## src/design/usb_cmd_pkg.sv

```systemverilog
// constants of the usb host command register block
// How it works
// - register block decoded in I/O space at a base from a configuration register.
// - 16-bit command register at offsets 0-1, read/write, reset to zero.
// - every write is a command, acted on at once.
// - bit 7 selects reclamation packet size, one 64 bytes, zero 32 bytes.
// - another transaction starts only if selected size fits remaining frame time; the code compares the reclaim_time_cost input, not the bit 7 size.
// - oversize reclamation packet in the end window flags babble, stalls endpoint.
// - bit 6 configured flag is stored and read back only.
// - debug mode clears run/stop after each transaction; waits for software.
// - while bit 4 is one, drive global resume on the bus, except during the EOP and the cycle after it.
// - in global suspend a connect, disconnect or K-state sets force resume.
// - force resume one-to-zero sends low-speed EOP; bit reads one until done.
// - while bit 3 is one, no transactions; resume still works.
// - bit 2 drives global reset on the bus; when it clears, resets the command register, halt, babble, stall and EOP logic.
// - run/stop executes schedule; on clear, halt in the next cycle without waiting for the transaction.
package usb_cmd_pkg;
    localparam int          IO_ADDR_W         = 16;
    localparam logic [15:0] CMD_OFFSET        = 16'h0000;
    localparam logic [15:0] CMD_RESET         = 16'h0000;
    localparam logic [15:0] CMD_WRITE_MASK    = 16'h00ff;
    localparam int          BIT_RECLAIM_SEL   = 7;
    localparam int          BIT_CONFIGURED    = 6;
    localparam int          BIT_SINGLE_STEP   = 5;
    localparam int          BIT_FORCE_RESUME  = 4;
    localparam int          BIT_SUSPEND       = 3;
    localparam int          BIT_BUS_RESET     = 2;
    localparam int          BIT_RUN_STOP      = 0;
    localparam int          CLK_HZ            = 20000000;
    localparam int          BIT_TIME_NS       = 666;
    localparam int          SIZE_W            = 7;
    localparam logic [6:0]  RECLAIM_SMALL     = 7'h20;
    localparam logic [6:0]  RECLAIM_LARGE     = 7'h40;
    localparam int          SOF_W             = 14;
    localparam int          EOP_BITS          = 3;
    // low-speed bit is 666 ns; cycles per bit rounded down, at least one
    localparam int          LS_BIT_CYC_RAW    = (BIT_TIME_NS * (CLK_HZ / 1000000)) / 1000;
    localparam int          LS_BIT_CYC        = (LS_BIT_CYC_RAW < 1) ? 1 : LS_BIT_CYC_RAW;
    localparam int          EOP_CYC           = EOP_BITS * LS_BIT_CYC;
    localparam int          EOP_W             = 8;
    localparam logic [7:0]  EOP_LAST          = 8'(EOP_CYC - 1);
    typedef enum logic [1:0] {EOP_IDLE, EOP_SE0, EOP_J} eop_state_type;
endpackage

```

## src/design/usb_eop_gen.sv

```systemverilog
// low-speed end-of-packet generator after global resume
`timescale 1ns/1ps
module usb_eop_gen (
    input  wire logic clk_sys,
    input  wire logic reset,
    input  wire logic start,
    output logic      drive_se0,
    output logic      drive_j,
    output logic      busy
);
    usb_cmd_pkg::eop_state_type state_r, state_nxt;
    logic [7:0]                 cnt_r, cnt_nxt;

    // ************
    // next state
    // ************
    always_comb begin
        state_nxt = state_r;
        cnt_nxt   = cnt_r;
        case (state_r)
            usb_cmd_pkg::EOP_IDLE: begin
                if (start) begin
                    state_nxt = usb_cmd_pkg::EOP_SE0;
                    cnt_nxt   = '0;
                end
            end
            usb_cmd_pkg::EOP_SE0: begin
                if (cnt_r == usb_cmd_pkg::EOP_LAST) begin
                    state_nxt = usb_cmd_pkg::EOP_J;
                    cnt_nxt   = '0;
                end else begin
                    cnt_nxt = cnt_r + 8'h01;
                end
            end
            usb_cmd_pkg::EOP_J: begin
                if (cnt_r == 8'(usb_cmd_pkg::LS_BIT_CYC - 1)) begin
                    state_nxt = usb_cmd_pkg::EOP_IDLE;
                end else begin
                    cnt_nxt = cnt_r + 8'h01;
                end
            end
            default: state_nxt = usb_cmd_pkg::EOP_IDLE;
        endcase
    end

    always_ff @(posedge clk_sys) begin
        if (reset) begin
            state_r <= usb_cmd_pkg::EOP_IDLE;
            cnt_r   <= 8'h00;
        end else begin
            state_r <= state_nxt;
            cnt_r   <= cnt_nxt;
        end
    end

    assign drive_se0 = (state_r == usb_cmd_pkg::EOP_SE0);
    assign drive_j   = (state_r == usb_cmd_pkg::EOP_J);
    assign busy      = (state_r != usb_cmd_pkg::EOP_IDLE);
endmodule

```

## src/design/usb_host_command_control.sv

```systemverilog
// usb host command register and its bus-level controls
`timescale 1ns/1ps
module usb_host_command_control (
    input  wire logic        clk_sys,
    input  wire logic        reset,
    input  wire logic [15:0] io_base,
    input  wire logic [15:0] io_addr,
    input  wire logic        io_wr,
    input  wire logic        io_rd,
    input  wire logic [1:0]  io_be,
    input  wire logic [15:0] io_wdata,
    output logic [15:0]      io_rdata,
    output logic             io_hit,
    input  wire logic        resume_event_pin,
    input  wire logic        xact_done,
    input  wire logic [13:0] sof_remaining,
    input  wire logic [13:0] reclaim_time_cost,
    input  wire logic        reclaim_active,
    input  wire logic        end_window,
    input  wire logic [10:0] rx_byte_count,
    output logic             xact_start_ok,
    output logic             babble_error,
    output logic             stall_endpoint,
    output logic             controller_halted,
    output logic             drive_resume_k,
    output logic             drive_eop_se0,
    output logic             drive_eop_j,
    output logic             drive_bus_reset,
    output logic             logic_reset
);
    logic [7:0]  cmd_r, cmd_nxt;
    logic        halted_r, halted_nxt;
    logic        babble_r, babble_nxt;
    logic        stall_r, stall_nxt;
    logic        rsm_meta_r, rsm_sync_r;
    logic        bus_reset_seen_r, bus_reset_seen_nxt;
    logic        cmd_sel;
    logic        wr_lo;
    logic        eop_start;
    logic        eop_busy;
    logic        running;
    logic [6:0]  reclaim_size;
    logic [15:0] rdata_nxt;
    logic [15:0] rdata_r;
    logic [15:0] io_off;
    logic        eop_busy_d_r;
    logic        eop_busy_fall;

    // ************
    // address decode
    // ************
    assign io_off  = io_addr - io_base;
    assign cmd_sel = io_off[15:1] == usb_cmd_pkg::CMD_OFFSET[15:1];
    assign io_hit  = cmd_sel & (io_wr | io_rd);
    assign wr_lo   = cmd_sel & io_wr & io_be[0];

    // ************
    // resume pin synchroniser
    // ************
    always_ff @(posedge clk_sys) begin
        if (reset) begin
            rsm_meta_r <= 1'b0;
            rsm_sync_r <= 1'b0;
        end else begin
            rsm_meta_r <= resume_event_pin;
            rsm_sync_r <= rsm_meta_r;
        end
    end

    // ************
    // command register next value
    // ************
    always_comb begin
        cmd_nxt   = cmd_r;
        eop_start = 1'b0;
        if (wr_lo) begin
            cmd_nxt = io_wdata[7:0] & usb_cmd_pkg::CMD_WRITE_MASK[7:0];
            // one-to-zero write: bit stays one until the EOP finishes
            if (cmd_r[usb_cmd_pkg::BIT_FORCE_RESUME] &&
                !io_wdata[usb_cmd_pkg::BIT_FORCE_RESUME]) begin
                cmd_nxt[usb_cmd_pkg::BIT_FORCE_RESUME] = 1'b1;
                eop_start = !eop_busy;
            end
        end
        if (cmd_r[usb_cmd_pkg::BIT_FORCE_RESUME] && eop_busy_fall) begin
            cmd_nxt[usb_cmd_pkg::BIT_FORCE_RESUME] = 1'b0;
        end
        // single step: drop run/stop when a transaction completes
        if (cmd_r[usb_cmd_pkg::BIT_SINGLE_STEP] && running && xact_done) begin
            cmd_nxt[usb_cmd_pkg::BIT_RUN_STOP] = 1'b0;
        end
        // hardware set wins over a software clear
        if (cmd_r[usb_cmd_pkg::BIT_SUSPEND] && rsm_sync_r && !eop_busy) begin
            cmd_nxt[usb_cmd_pkg::BIT_FORCE_RESUME] = 1'b1;
        end
    end

    assign eop_busy_fall = eop_busy_d_r & !eop_busy;

    always_ff @(posedge clk_sys) begin
        if (reset || logic_reset) begin
            cmd_r        <= usb_cmd_pkg::CMD_RESET[7:0];
            eop_busy_d_r <= 1'b0;
        end else begin
            cmd_r        <= cmd_nxt;
            eop_busy_d_r <= eop_busy;
        end
    end

    // ************
    // low-speed EOP
    // ************
    usb_eop_gen u_eop (
        .clk_sys   (clk_sys),
        .reset     (reset | logic_reset),
        .start     (eop_start),
        .drive_se0 (drive_eop_se0),
        .drive_j   (drive_eop_j),
        .busy      (eop_busy)
    );

    // ************
    // bus signalling
    // ************
    assign drive_resume_k  = cmd_r[usb_cmd_pkg::BIT_FORCE_RESUME] &
                             !eop_busy & !eop_busy_d_r;
    assign drive_bus_reset = cmd_r[usb_cmd_pkg::BIT_BUS_RESET];

    // logic reset pulses once when global reset is released
    always_comb begin
        bus_reset_seen_nxt = cmd_r[usb_cmd_pkg::BIT_BUS_RESET];
    end

    always_ff @(posedge clk_sys) begin
        if (reset) begin
            bus_reset_seen_r <= 1'b0;
        end else begin
            bus_reset_seen_r <= bus_reset_seen_nxt;
        end
    end

    assign logic_reset = bus_reset_seen_r & !cmd_r[usb_cmd_pkg::BIT_BUS_RESET];

    // ************
    // schedule gating and reclamation
    // ************
    assign running = cmd_r[usb_cmd_pkg::BIT_RUN_STOP] &
                     !cmd_r[usb_cmd_pkg::BIT_SUSPEND] &
                     !cmd_r[usb_cmd_pkg::BIT_BUS_RESET];
    assign reclaim_size = cmd_r[usb_cmd_pkg::BIT_RECLAIM_SEL] ?
                          usb_cmd_pkg::RECLAIM_LARGE : usb_cmd_pkg::RECLAIM_SMALL;
    assign xact_start_ok = running & !halted_r &
                           (!reclaim_active || (reclaim_time_cost <= sof_remaining));

    always_comb begin
        halted_nxt = halted_r;
        babble_nxt = 1'b0;
        stall_nxt  = 1'b0;
        // halt once the current transaction is done, or in the next cycle if run/stop is clear
        if (running) begin
            halted_nxt = 1'b0;
        end else if (xact_done || halted_r || !cmd_r[usb_cmd_pkg::BIT_RUN_STOP]) begin
            halted_nxt = 1'b1;
        end
        if (reclaim_active && end_window && xact_done &&
            (rx_byte_count > {4'h0, reclaim_size})) begin
            babble_nxt = 1'b1;
            stall_nxt  = 1'b1;
        end
    end

    always_ff @(posedge clk_sys) begin
        if (reset || logic_reset) begin
            halted_r <= 1'b1;
            babble_r <= 1'b0;
            stall_r  <= 1'b0;
        end else begin
            halted_r <= halted_nxt;
            babble_r <= babble_nxt;
            stall_r  <= stall_nxt;
        end
    end

    assign babble_error      = babble_r;
    assign stall_endpoint    = stall_r;
    assign controller_halted = halted_r;

    // ************
    // read data
    // ************
    always_comb begin
        rdata_nxt = 16'h0000;
        if (cmd_sel && io_rd) begin
            rdata_nxt = {8'h00, cmd_r};
        end
    end

    always_ff @(posedge clk_sys) begin
        if (reset) begin
            rdata_r <= 16'h0000;
        end else begin
            rdata_r <= rdata_nxt;
        end
    end

    assign io_rdata = rdata_r;
endmodule

```

## config.mk

```make
export PLATFORM = sky130hd
export DESIGN_NAME = usb_host_command_control
export DESIGN_NICKNAME = d
export VERILOG_FILES = /design/src/design/usb_cmd_pkg.sv /design/src/design/usb_eop_gen.sv /design/src/design/usb_host_command_control.sv
export SDC_FILE = /design/constraint.sdc
export NUM_CORES = 1
export LEC_CHECK = 0
export BUFFER_PORTS_ARGS = -buffer_cell sky130_fd_sc_hd__clkbuf_2
export CORE_MARGIN = 2
export CORE_UTILIZATION = 25
export CTS_BUF_LIST = sky130_fd_sc_hd__clkbuf_4
export DETAILED_ROUTE_END_ITERATION = 6
export PLACE_DENSITY = 0.47
export SYNTH_ARGS = -nofsm -noshare
export SYNTH_HDL_FRONTEND = slang
export SYNTH_SLANG_ARGS = --single-unit
```

## constraint.sdc

```tcl
create_clock -name clk_sys -period 3.4 [get_ports clk_sys]
set_input_delay 0.17 -clock clk_sys [delete_from_list [all_inputs] [get_ports clk_sys]]
set_output_delay 0.17 -clock clk_sys [all_outputs]
set_load 0.01 [all_outputs]
```

# Yosys cells after proc, flatten, opt, wreduce, memory -nomap -nowiden
# Index checks and enable logic that the tools add are counted.
[totals] ff_bits=40 wordCells=89 in_bits=97
[op_classes] mux=18 n_reduce_logical=32 add_sub_neg=2 n_bitwise=14 n_eq_ne=8 n_lt_le_gt_ge=2
[op_table] operator="2-to-1 mux 8 bit" n=3
[op_table] operator="case mux 8 bit (3 select lines)" n=1
[op_table] operator="subtractor 16 bit" n=1
[op_table] operator="zero test 15 bit" n=1
[op_table] operator="<= comparator 14 bit" n=1
[op_table] operator="AND 1 bit" n=11
[op_table] operator="> comparator 11 x 7 -> 1 bit" n=1
[op_table] operator="logical AND 1 bit" n=10
[op_table] operator="adder 8 x 1 -> 8 bit, second input constant" n=1
[op_table] operator="== test 8 x 4 -> 1 bit, second input constant" n=1
[op_table] operator="== test 8 x 6 -> 1 bit, second input constant" n=1
[op_table] operator="zero test 1 bit" n=8
[op_table] operator="2-to-1 mux 1 bit" n=8
[op_table] operator="2-to-1 mux 7 bit" n=1
[op_table] operator="2-to-1 mux 2 bit" n=3
[op_table] operator="case mux 2 bit (3 select lines)" n=1
[op_table] operator="AND reduction 3 bit" n=2
[op_table] operator="nonzero test 3 bit" n=2
[op_table] operator="2-to-1 mux 5 bit" n=1
[op_table] operator="logical OR 1 bit" n=4
[op_table] operator="!= test 2 x 1 -> 1 bit, second input constant" n=2
[op_table] operator="!= test 2 bit, second input constant" n=2
[op_table] operator="nonzero test 2 bit" n=2
[op_table] operator="OR reduction 2 bit" n=2
[op_table] operator="other kinds (5)" n=6

# Logic depth before layout (Yosys ltp)
# Gate-level depths: netlist of the first run.
[logic_depth] ltp_word=7 depth_mapped=13 ltp_nobuf=12

# Hierarchy
# From an unflattened synthesis of the first run, not the netlist that was laid out.
[hier_totals] hier_cells=375 area_unflattened_um2=3006.6
[by_module_without_submodules] module="usb_host_command_control" instances=1 area_each_um2=2288.4 cells_each=291
[by_module_without_submodules] module="usb_eop_gen" instances=1 area_each_um2=718.2 cells_each=84

# Worst setup path before layout of the first run
# Ideal clock, no wire load.
[synth_timing] path_type="input port to flip-flop" start="input io_addr[0]" end="register u_eop.state_r[1]" required_time_ps=3328 n_path_buf=1 path_stages=13 arrival_ps=3038 slack_ps=290 path_cell_list="nand2b_1 -> inv_1 -> fa_1 -> nand2b_1 -> a21oi_2 -> xor2_1 -> or4_1 -> a2111oi_4 -> nand4b_2 -> or3_1 -> buf_6 -> o22ai_2 -> mux2i_1"
[synth_via] elab_chain_cells=7
[synth_rtl] item="start: declaration" line="usb_host_command_control.sv:7" text="input wire logic [15:0] io_addr,"
[synth_rtl] item="subtractor 16 bit" line="usb_host_command_control.sv:52" text="assign io_off = io_addr - io_base;"
[synth_rtl] item="zero test 15 bit" line="usb_host_command_control.sv:53" text="assign cmd_sel = io_off[15:1] == usb_cmd_pkg::CMD_OFFSET[15:1];"
[synth_rtl] item="AND 1 bit (2 in a row)" line="usb_host_command_control.sv:55" text="assign wr_lo = cmd_sel & io_wr & io_be[0];"
[synth_rtl] item="2-to-1 mux 1 bit" line="usb_host_command_control.sv:76" text="if (wr_lo) begin"
[synth_rtl] item="!= test 2 bit (no source line)"
[synth_rtl] item="AND reduction 3 bit (no source line)"
[synth_rtl] item="end signal: assignment" line="usb_eop_gen.sv:48" text="state_r <= usb_cmd_pkg::EOP_IDLE;"
[synth_rtl] item="end signal: assignment" line="usb_eop_gen.sv:51" text="state_r <= state_nxt;"
[synth_rtl] item="end: declaration" line="usb_eop_gen.sv:11" text="usb_cmd_pkg::eop_state_type state_r, state_nxt;"
# No other way between the ends.
# A chain may end at the register's enable or synchronous reset.

# Final worst setup path of the first run
[layout_timing] start="input io_addr[0]" end="output io_hit"
[layout_via] elab_chain_cells=3
[layout_rtl] item="subtractor 16 bit" line="usb_host_command_control.sv:52"
[layout_rtl] item="zero test 15 bit" line="usb_host_command_control.sv:53"
[layout_rtl] item="AND 1 bit" line="usb_host_command_control.sv:54" text="assign io_hit = cmd_sel & (io_wr | io_rd);"
[layout_rtl] item="end: declaration" line="usb_host_command_control.sv:13" text="output logic io_hit,"
# No other way between the ends.

==> impl_results.md, run 1 <==
- CTS buffer count: 5
- PortBufs: 105
- Worst Hold Class: in2reg
- Area Growth Syn to Fin: 24.1%
- Fin. max-slew vios: 0
- Final Power: 1.01 mW
- Diodes inserted: 0
- Postcts setup bufs: 0
- DRT antenna net count: 0
- DRT iter0 DRCs: ~90
- RR Endpoint: u_eop.cnt_r[3]
- Row Count: 40
- CP Class: in2out
- Yosys reg bits: 32
- RSZ-0062 raised after global routing: false
- CP arrival: a little under 3 ns
- Die W: roughly 120 um
- First-pass GRT wire length: 12,900 um
- Via Count: 3,049
- EDFF count, synth: 0
- CP max stage cell: or4_1
- Endpoints failing setup: 0
- Max H-tree Level: 2
- Netlist cell types: 65
- Initial antenna violation count: 0
- Worst slew pin tran: 0.926 ns
- Die height: approximately 120 um
- Origin of the worst min-delay path: resume_event_pin
- Hold_buf cts: 0
- CP Max Fanout: 3
- GPL Wtd Cong: between 0.7 and 0.8
- CP Launch Type: input pin
- GRT Total Usage: between 10% and 20%
- Initial DRT Pass Iterations: 6
- Final Core Density: 32.0%
- Most area-hungry cell type in the Yosys netlist: dfxtp_1
- Post-synth top area share: 20.6%
- Hold path depth: 2
- Ys flop type: dfxtp_1
- Fin nets: 635
- GRT overflow: 0
- Setup slack, reg-to-reg: 1.14 ns
- Min Tclk post-route: 3.09 ns
- Clk sinks: 32
- DR DRC count: 0
- Core area: 0.0121 mm^2
- Max-slew headroom: 38.0%
- Routed wire per std cell: 12.0 um
- Pleak: 1.90 nW
- TritonCTS clock tree: built
- Max incr delay on CP: approximately 0.52 ns
- Clock tree buffer depth: 2
- Final worst path period share: 90.8%
- Synthesized cell area: 0.00311 mm^2
- Largest net degree at the start of global routing: 16
- # resized after CTS: 0
- R2R depth: 8
- Root buf cell: clkbuf_4
- Clk pin slew, worst setup/hold paths: 0.11 ns
- Post-synth ARST share: 0%
- Fmax: 324 MHz
- Via density: 4.56
- Final wirelength: around 8000 um
- Sequential share of the synthesized area: around 21%
- IO Pins: roughly 120
- CP Launch Point: io_addr[0]
- Clk_lat worst skew: 0.34 ns
- Post-detail-place hpwl: between 6000 and 7000 um
- Number of global-route vias before repair: ~2,900
- Power per cell area: 261 mW/mm^2
- Critical-path cell list: clkbuf_2 -> nand2b_1 -> inv_1 -> fa_1 -> nand2b_1 -> a21oi_2 -> xor2_1 -> a311oi_2 -> nand4_1 -> or4_1 -> or3_1 -> nor2_1 -> clkbuf_2
- Peak supply drop: 134 uV
- Area contributors post-synth: dfxtp_1 (21%), ha_1 (15%), inv_1 (6.0%)
- Critical path required time: 3.23 ns
- Number of synthesis warnings: 0
- Avg Cell Area, Syn: 7.85 um^2
- Die area: about 0.013 mm^2
- Outcome: finished, final reports clean
- Proportion of layout cells with a drive suffix above 1: 28.3%
- Commonest cells after routing, fill and taps aside: clkbuf_2 (105), inv_1 (50), ha_1 (37), dfxtp_1 (32)
- Hold endpoint: rsm_meta_r
- RR Startpoint: u_eop.cnt_r[0]
- Setup Skew: 0.00678 ns
- Setup crit end kind: primary output
- Final hold vios: 0
- Reported max-cap violation count: 0
- Post-Syn Instances: 396
- Most common cell after layout, fill and taps aside: clkbuf_2
- Initial Util: 25.8%
per-layer routing:
layer | global-route usage [%] | part of all wire [%] | vias to the layer above
met4 | 2.57 | 0.61 | 0
met1 | 15.4 | 47 | 1373
met5 | 0 | 0 | -
met2 | 20.3 | 49 | 70
met3 | 1.88 | 3.6 | 4
li1 | - | - | 1602
through the flow:
step	std cells	setup slack, ns	setup TNS (ns)	instance area [um^2]	hold WS, ns
2_1_floorplan	403	0.290	0	3140	0.237
3_3_place_gp	661	0.0494	0	3780	0.392
3_5_place_dp	661	-0.000405	-0.000405	3780	0.390
4_1_cts	669	0.316	0	3860	0.0204
5_1_grt	669	0.129	0	3860	0.0304
6_report	669	0.314	0	3860	0.0363
worst max-delay path by stage:
stage / end / cells past startpoint
6_report: io_hit / 13
5_1_grt: u_eop.cnt_r[3] / 13
4_1_cts: io_hit / 13
3_5_place_dp: cmd_r[4] / 14
3_3_place_gp: cmd_r[4] / 14
2_1_floorplan: u_eop.state_r[1] / 13
sequential cells by signal (all words and copies together), names as in the netlist:
| name | flops |
|---|---|
| bus_reset_seen_r | 1 |
| rsm_meta_r | 1 |
| cmd_r | 8 |
| stall_endpoint | 1 |
| eop_busy_d_r | 1 |
| u_eop.state_r | 2 |
| io_rdata | 8 |
| u_eop.cnt_r | 8 |
| rsm_sync_r | 1 |
| controller_halted | 1 |
synthesized netlist by cell type, drive strengths merged (3+ instances only):
master / number
o21a: 5
or3: 4
o21ai: 22
and3: 4
and2: 3
dfxtp: 32
o21bai: 3
mux2i: 9
inv: 50
nor3: 7
ha: 37
buf: 14
a21oi: 22
xor2: 4
o211ai: 4
nand3: 14
nor2: 38
o2111ai: 4
nand2b: 8
xnor2: 3
a311oi: 3
o22ai: 3
a32o: 4
clkbuf: 6
nor2b: 8
nand4: 6
or4: 5
nand2: 29
a21o: 11
cell families after synthesis:
family,synth area share [%]
AO/OA/AOI/OAI,24.7
XOR/XNOR,1.97
adder cells (fa/ha/maj),15.5
buffers and inverters,10.3
flip-flops,20.6
multiplexers,2.90
other,0.121
AND/OR/NAND/NOR,23.9
power breakdown:
| part | switching (mW) | leakage (nW) | internal, mW |
|---|---|---|---|
| Sequential | 0.000508 | 0.258 | 0.376 |
| Combinational | 0.184 | 1.60 | 0.151 |
| Clock | 0.144 | 0.0412 | 0.153 |
| Total | 0.328 | 1.90 | 0.680 |
layout make-up:
type	instances	area, um^2
timing repair buffer	110	563
inverter	50	188
clock inverter	3	42.5
sequential	32	641
multi-input combinational	301	2180
tap	168	210
clock buffer	5	37.5
fill	1317	8200
worst max-delay path, delay by kind of cell:
kind                     cells  cell delay, ns
AO/OA/AOI/OAI                2            0.43
XOR/XNOR                     1            0.11
adder cells (fa/ha/maj)      1            0.39
buffers and inverters        3            0.29
AND/OR/NAND/NOR              6            1.55
(Power assumes the default switching activity.)
==> run 2: changes to the inputs <==
--- a/config.mk
+++ b/config.mk
@@ -11,6 +11,7 @@
 export CTS_BUF_LIST = sky130_fd_sc_hd__clkbuf_4
 export DETAILED_ROUTE_END_ITERATION = 6
 export PLACE_DENSITY = 0.47
+export SLEW_MARGIN = 20
 export SYNTH_ARGS = -nofsm -noshare
 export SYNTH_HDL_FRONTEND = slang
 export SYNTH_SLANG_ARGS = --single-unit
==> constraint.sdc (replaced) <==
create_clock -name clk_sys -period 3.4 [get_ports clk_sys]
set_input_delay 0.68 -clock clk_sys [delete_from_list [all_inputs] [get_ports clk_sys]]
set_output_delay 0.68 -clock clk_sys [all_outputs]
set_load 0.01 [all_outputs]
==> impl_results.md, run 2 (synthesized netlist as in run 1, its figures left out) <==
- PortBufs: roughly 110
- RR Endpoint: u_eop.cnt_r[0]
- Die W: approximately 120 um
- GPL Wtd Cong: approximately 0.79
- Setup crit end kind: primary output
- Initial antenna violation count: 0
- CP Max Fanout: 3
- Setup slack, reg-to-reg: 1.24 ns
- Diodes inserted: 0
- Register area: 641 um^2
- Internal power: 0.697 mW
- GRT overflow: 0
- Outcome: complete, but fails checks
- Proportion of layout cells with a drive suffix above 1: between 30% and 40%
- Initial DRT Pass Iterations: 4
- Post-detail-place hpwl: 7170 um
- Pleak: 2.19 nW
- Hold_buf cts: 0
- CP Launch Type: input pin
- Clk pin slew, worst setup/hold paths: 0.10 ns
- Via Count: about 3,300
- Area Growth Syn to Fin: 42.0%
- Hold path depth: 2
- First-pass GRT wire length: 13,700 um
- Row Count: 40
- Final worst slack: -0.411 ns
- Endpoints failing setup: 1
- Hold endpoint: io_rdata[6]
- RSZ-0062 raised after global routing: true
- Most common cell after layout, fill and taps aside: clkbuf_2
- DR DRC count: 0
- Clock tree buffer depth: 2
- Power per cell area: ~240 mW/mm^2
- Clk sinks: 32
- Multi-input combinational cell area: 0.00230 mm^2
- Sw Ratio: 33.2%
- Filler cell count: 1,312
- Root buf cell: clkbuf_4
- Setup Skew: 0.0115 ns
- CP Class: in2out
- Fin nets: 690
- RR Startpoint: u_eop.cnt_r[0]
- Final wirelength: 8320 um
- Post-Place Worst Slack: -0.463 ns
- Busiest grt layer: met2
- CTS buffer count: 5
- DRT antenna net count: 0
- Max H-tree Level: 2
- Initial Util: 25.8%
- Routing usage on met1: 14.7%
- CP arrival: 3.13 ns
- R2R depth: 9
- Fin. max-slew vios: 0
- Switching power: 0.346 mW
- Number of global-route vias before repair: around 3,100
- Commonest cells after routing, fill and taps aside: clkbuf_2 (101), buf_4 (57), inv_1 (49), ha_1 (34), dfxtp_1 (32)
- Core area: 0.0121 mm^2
- DRT iter0 DRCs: a little under 100
- Failing checks: setup timing
- Final hold vios: 0
- Critical path required time: 2.72 ns
- Global Route met3 Usage: 1.46%
- Worst slew pin tran: 0.974 ns
- GRT Total Usage: approximately an eighth
- Routed wire per std cell: 11.5 um
- IO Pins: 123
- Sequential share of power: a little over a third
- Die height: 116 um
- Met2 usage: 23.4%
- Clock Power Share: between 20% and 30%
- Reported max-cap violation count: 0
- Via density: 4.54
- Die area: about 0.013 mm^2
- Fmax: 262 MHz
- Final worst path period share: 112%
- TritonCTS clock tree: built
- Final Power: 1.04 mW
- Max-slew headroom: 34.8%
- Largest net degree at the start of global routing: 16
- Clk_lat worst skew: 0.33 ns
- Min Tclk post-route: 3.81 ns
- Peak supply drop: 108 uV
- Worst Hold Class: reg2reg
- Logic gate share of total power: 42.9%
- Origin of the worst min-delay path: cmd_r[6]
-- run 2: changes by cell type in the layout (fill, tap and decap cells not counted), sizes merged --
cell,change
clkbuf,-3
buf,+59
bufinv,-1
-- run 2: what timing repair did --
| action | in CTS | in global routing |
|---|---|---|
| gates resized for setup | 4 | 21 |
| setup endpoints to repair | 3 | 26 |
| gates cloned | 0 | 0 |
| pin swaps | 1 | 11 |
| setup buffers | 0 | 1 |
-- run 2: layout make-up --
type / count / share of cell area (%)
Multi-Input combinational cell: 301 / 52.2
Timing Repair Buffer: 165 / 23.0
Sequential cell: 32 / 14.5
Tap cell: 168 / 4.76
Inverter: 50 / 4.31
Clock buffer: 6 / 1.02
Clock inverter: 2 / 0.255
-- run 2: through the flow --
stage | cell area [um^2] | util (%) | cells | setup TNS [ns] | hold slack, ns
3_5_place_dp | 4240 | 35.1 | 715 | -8.98 | 0.417
2_1_floorplan | 3180 | - | 403 | -0.107 | 0.394
5_1_grt | 4420 | 36.6 | 724 | -1.02 | 0.442
3_3_place_gp | 4240 | 35.1 | 715 | -8.21 | 0.413
4_1_cts | 4310 | 35.8 | 723 | -0.464 | 0.428
6_report | 4420 | 36.6 | 724 | -0.411 | 0.432
-- run 2: worst max path at each step --
stage / cells after the start / from / slack (ns) / to
floorplan: 10 / io_addr[0] / -0.11 / io_hit
global placement: 12 / io_base[5] / -0.47 / io_hit
detailed placement: 12 / io_addr[0] / -0.46 / io_hit
CTS: 13 / io_addr[0] / -0.46 / io_hit
global route: 12 / io_base[1] / -0.53 / io_hit
finish: 12 / io_base[1] / -0.41 / io_hit
-- run 2: power groups by stage --
stage	clock, mW	combinational [mW]	sequential, mW
2_1_floorplan	0	0.245	0.385
3_3_place_gp	0	0.428	0.385
3_5_place_dp	0	0.432	0.385
4_1_cts	0.230	0.437	0.376
5_1_grt	0.241	0.503	0.377
6_report	0.219	0.447	0.376
-- run 2: critical path: stages --
cell and delay, ns:
buf_6 0.09, buf_6 0.10, fa_2 0.39, nand2b_4 0.17, a21oi_4 0.16, xor2_2 0.09, a311oi_2 0.18, nand4_1 0.13
or4_1 0.51, or3_4 0.39, nor2_4 0.11, buf_6 0.11
-- run 2: layer usage --
metal / part of all wire (%) / up-vias / wire length [um]
met5: 0 / - / 0
met4: 1.3 / 0 / 106
met3: 4.3 / 10 / 358
met2: 49 / 87 / 4110
met1: 45 / 1490 / 3740
li1: - / 1701 / -
==> run 3: changes to the inputs <==
--- a/config.mk
+++ b/config.mk
@@ -11,6 +11,7 @@
 export CTS_BUF_LIST = sky130_fd_sc_hd__clkbuf_4
 export DETAILED_ROUTE_END_ITERATION = 6
 export PLACE_DENSITY = 0.47
+export RECOVER_POWER = 100
 export SLEW_MARGIN = 20
 export SYNTH_ARGS = -nofsm -noshare
 export SYNTH_HDL_FRONTEND = slang
==> impl_results.md, run 3 (synthesized netlist as in run 1, its figures left out) <==
- GRT overflow: 0
- Outcome: complete, but fails checks
- CP max stage cell: or4_1
- Root buf cell: clkbuf_4
- Most common cell after layout, fill and taps aside: clkbuf_2
- R2R depth: 9
- CP arrival: 3.13 ns
- Filler cell count: 1,327
- WHS: between 0.4 and 0.5 ns
- RR Startpoint: u_eop.cnt_r[0]
- Endpoints failing setup: 1
- Clock tree buffer depth: 2
- Final worst slack: -0.411 ns
- Peak supply drop: approximately 110 uV
- Via density: 4.54
- Final worst path period share: 112%
- Worst slew pin tran: 0.986 ns
- Switching power: 0.342 mW
- Max-slew headroom: 34.3%
- Origin of the worst min-delay path: cmd_r[6]
- Diodes inserted: 0
- CP Launch Point: io_base[1]
- Initial Util: 25.8%
- Clk pin slew, worst setup/hold paths: 0.10 ns
- CP Max Fanout: 3
- Fmax: between 200 and 300 MHz
- Hold_buf cts: 0
- CP Launch Type: input pin
- Sw Ratio: 33.0%
- Die W: 116 um
- Cell Count, Final, Fillers Out: 724
- GPL Wtd Cong: roughly 0.8
- Routed wire per std cell: approximately 12 um
- Placed insts: approximately 700
- Final Core Density: 36.3%
- TritonCTS clock tree: built
- Fin. max-slew vios: 0
- Sequential share of power: between 30% and 40%
- Fin nets: 690
- Final hold vios: 0
- Row Count: 40
- Clk_lat worst skew: 0.33 ns
- CP most frequent cell: buf_6
- Internal power: 0.695 mW
- Die area: 0.0133 mm^2
- Initial DRT Pass Iterations: 4
- Setup crit end kind: primary output
- Initial antenna violation count: 0
- GRT Total Usage: 12.3%
- Number of global-route vias before repair: 3,143
- Proportion of layout cells with a drive suffix above 1: a little over a third
- Failing checks: setup timing
- Worst Hold Class: reg2reg
- DRT antenna net count: 0
- Commonest cells after routing, fill and taps aside: clkbuf_2 (85), buf_4 (56), inv_1 (49), ha_1 (34), dfxtp_1 (32)
- Min Tclk post-route: 3.81 ns
- Die height: 116 um
- Max H-tree Level: 2
- Hold path depth: 2
- Largest net degree at the start of global routing: 16
- RSZ-0062 raised after global routing: true
- Via Count: 3,286
- PortBufs: about 110
- Post-detail-place hpwl: 7170 um
- Logic gate share of total power: 42.6%
- Setup Skew: around 0.011 ns
- Area Growth Syn to Fin: 40.8%
- Clk sinks: 32
- IO Pins: 123
- Pleak: 2.13 nW
- First-pass GRT wire length: 13,700 um
- Power per cell area: 237 mW/mm^2
- Max incr delay on CP: just over 0.5 ns
- DR DRC count: 0
- Clock Power Share: 21.1%
- Setup TNS Final: -0.411 ns
- Reported max-cap violation count: 0
- Core area: 0.0121 mm^2
- DRT iter0 DRCs: 101
- CTS buffer count: 5
- CP Class: in2out
- Critical path required time: about 2.7 ns
- Critical-path cell list: buf_6 -> buf_6 -> fa_2 -> nand2b_4 -> a21oi_4 -> xor2_2 -> a311oi_2 -> nand4_1 -> or4_1 -> or3_4 -> nor2_4 -> buf_6
- Final wirelength: 8340 um
## run 3: cell count changes in the layout (fill, tap and decap cells not counted)
cell,change
or4_1,+1
or2_2,-1
or4_4,-1
a2111oi_2,+1
clkbuf_2,-16
clkbuf_4,+1
buf_2,-1
buf_4,-1
or2_0,+1
clkbuf_1,+17
a2111oi_4,-1
## run 3: worst paths after layout
check	end	slack, ns
hold reg to reg	io_rdata[6]	0.43
hold / removal	io_rdata[6]	0.43
setup reg to reg	u_eop.cnt_r[0]	1.21
setup / recovery	io_hit	-0.41
## run 3: per-layer routing
metal	GRT usage (%)	part of all wire, %
met4	3.05	1.2
met3	1.46	4.6
met1	14.7	45
met5	0	0
met2	23.4	49
## run 3: power groups by stage
stage	registers [mW]	logic, mW	clock network (mW)
after floorplan	0.385	0.245	0
after global placement	0.385	0.428	0
after detailed placement	0.385	0.432	0
after CTS	0.376	0.437	0.230
after global routing	0.377	0.497	0.241
final	0.376	0.442	0.218
## run 3: critical path: cells and delay by family
kind / cells / cell delay, ns
AOI/OAI and AO/OA: 2 / 0.34
xor gates and xnor gates: 1 / 0.09
and+or+nand+nor: 5 / 1.31
buffers and inverters: 3 / 0.30
adders and majority gates: 1 / 0.39
## run 3: through the flow
| step | total power, mW | cell area, um^2 | setup slack (ns) |
|---|---|---|---|
| floorplan | 0.630 | 3180 | -0.107 |
| global placement | 0.813 | 4240 | -0.473 |
| detailed placement | 0.817 | 4240 | -0.463 |
| CTS | 1.04 | 4310 | -0.464 |
| global route | 1.12 | 4380 | -0.527 |
| finish | 1.04 | 4380 | -0.411 |
## run 3: cell type report
type                            count  area (um^2)  share of cell area, %
Clock buffer                        6         45.0                   1.03
Clock inverter                      2         11.3                  0.257
Inverter                           50          190                   4.34
Multi-Input combinational cell    301         2290                   52.2
Sequential cell                    32          641                   14.6
Tap cell                          168          210                   4.80
Timing Repair Buffer              165          993                   22.7
## run 3: timing repair
| item | in CTS | in global routing |
|---|---|---|
| gates resized for setup | 4 | 21 |
| setup buffers | 0 | 1 |
| pin swaps | 1 | 11 |
| endpoints found under the setup margin | 3 | 26 |
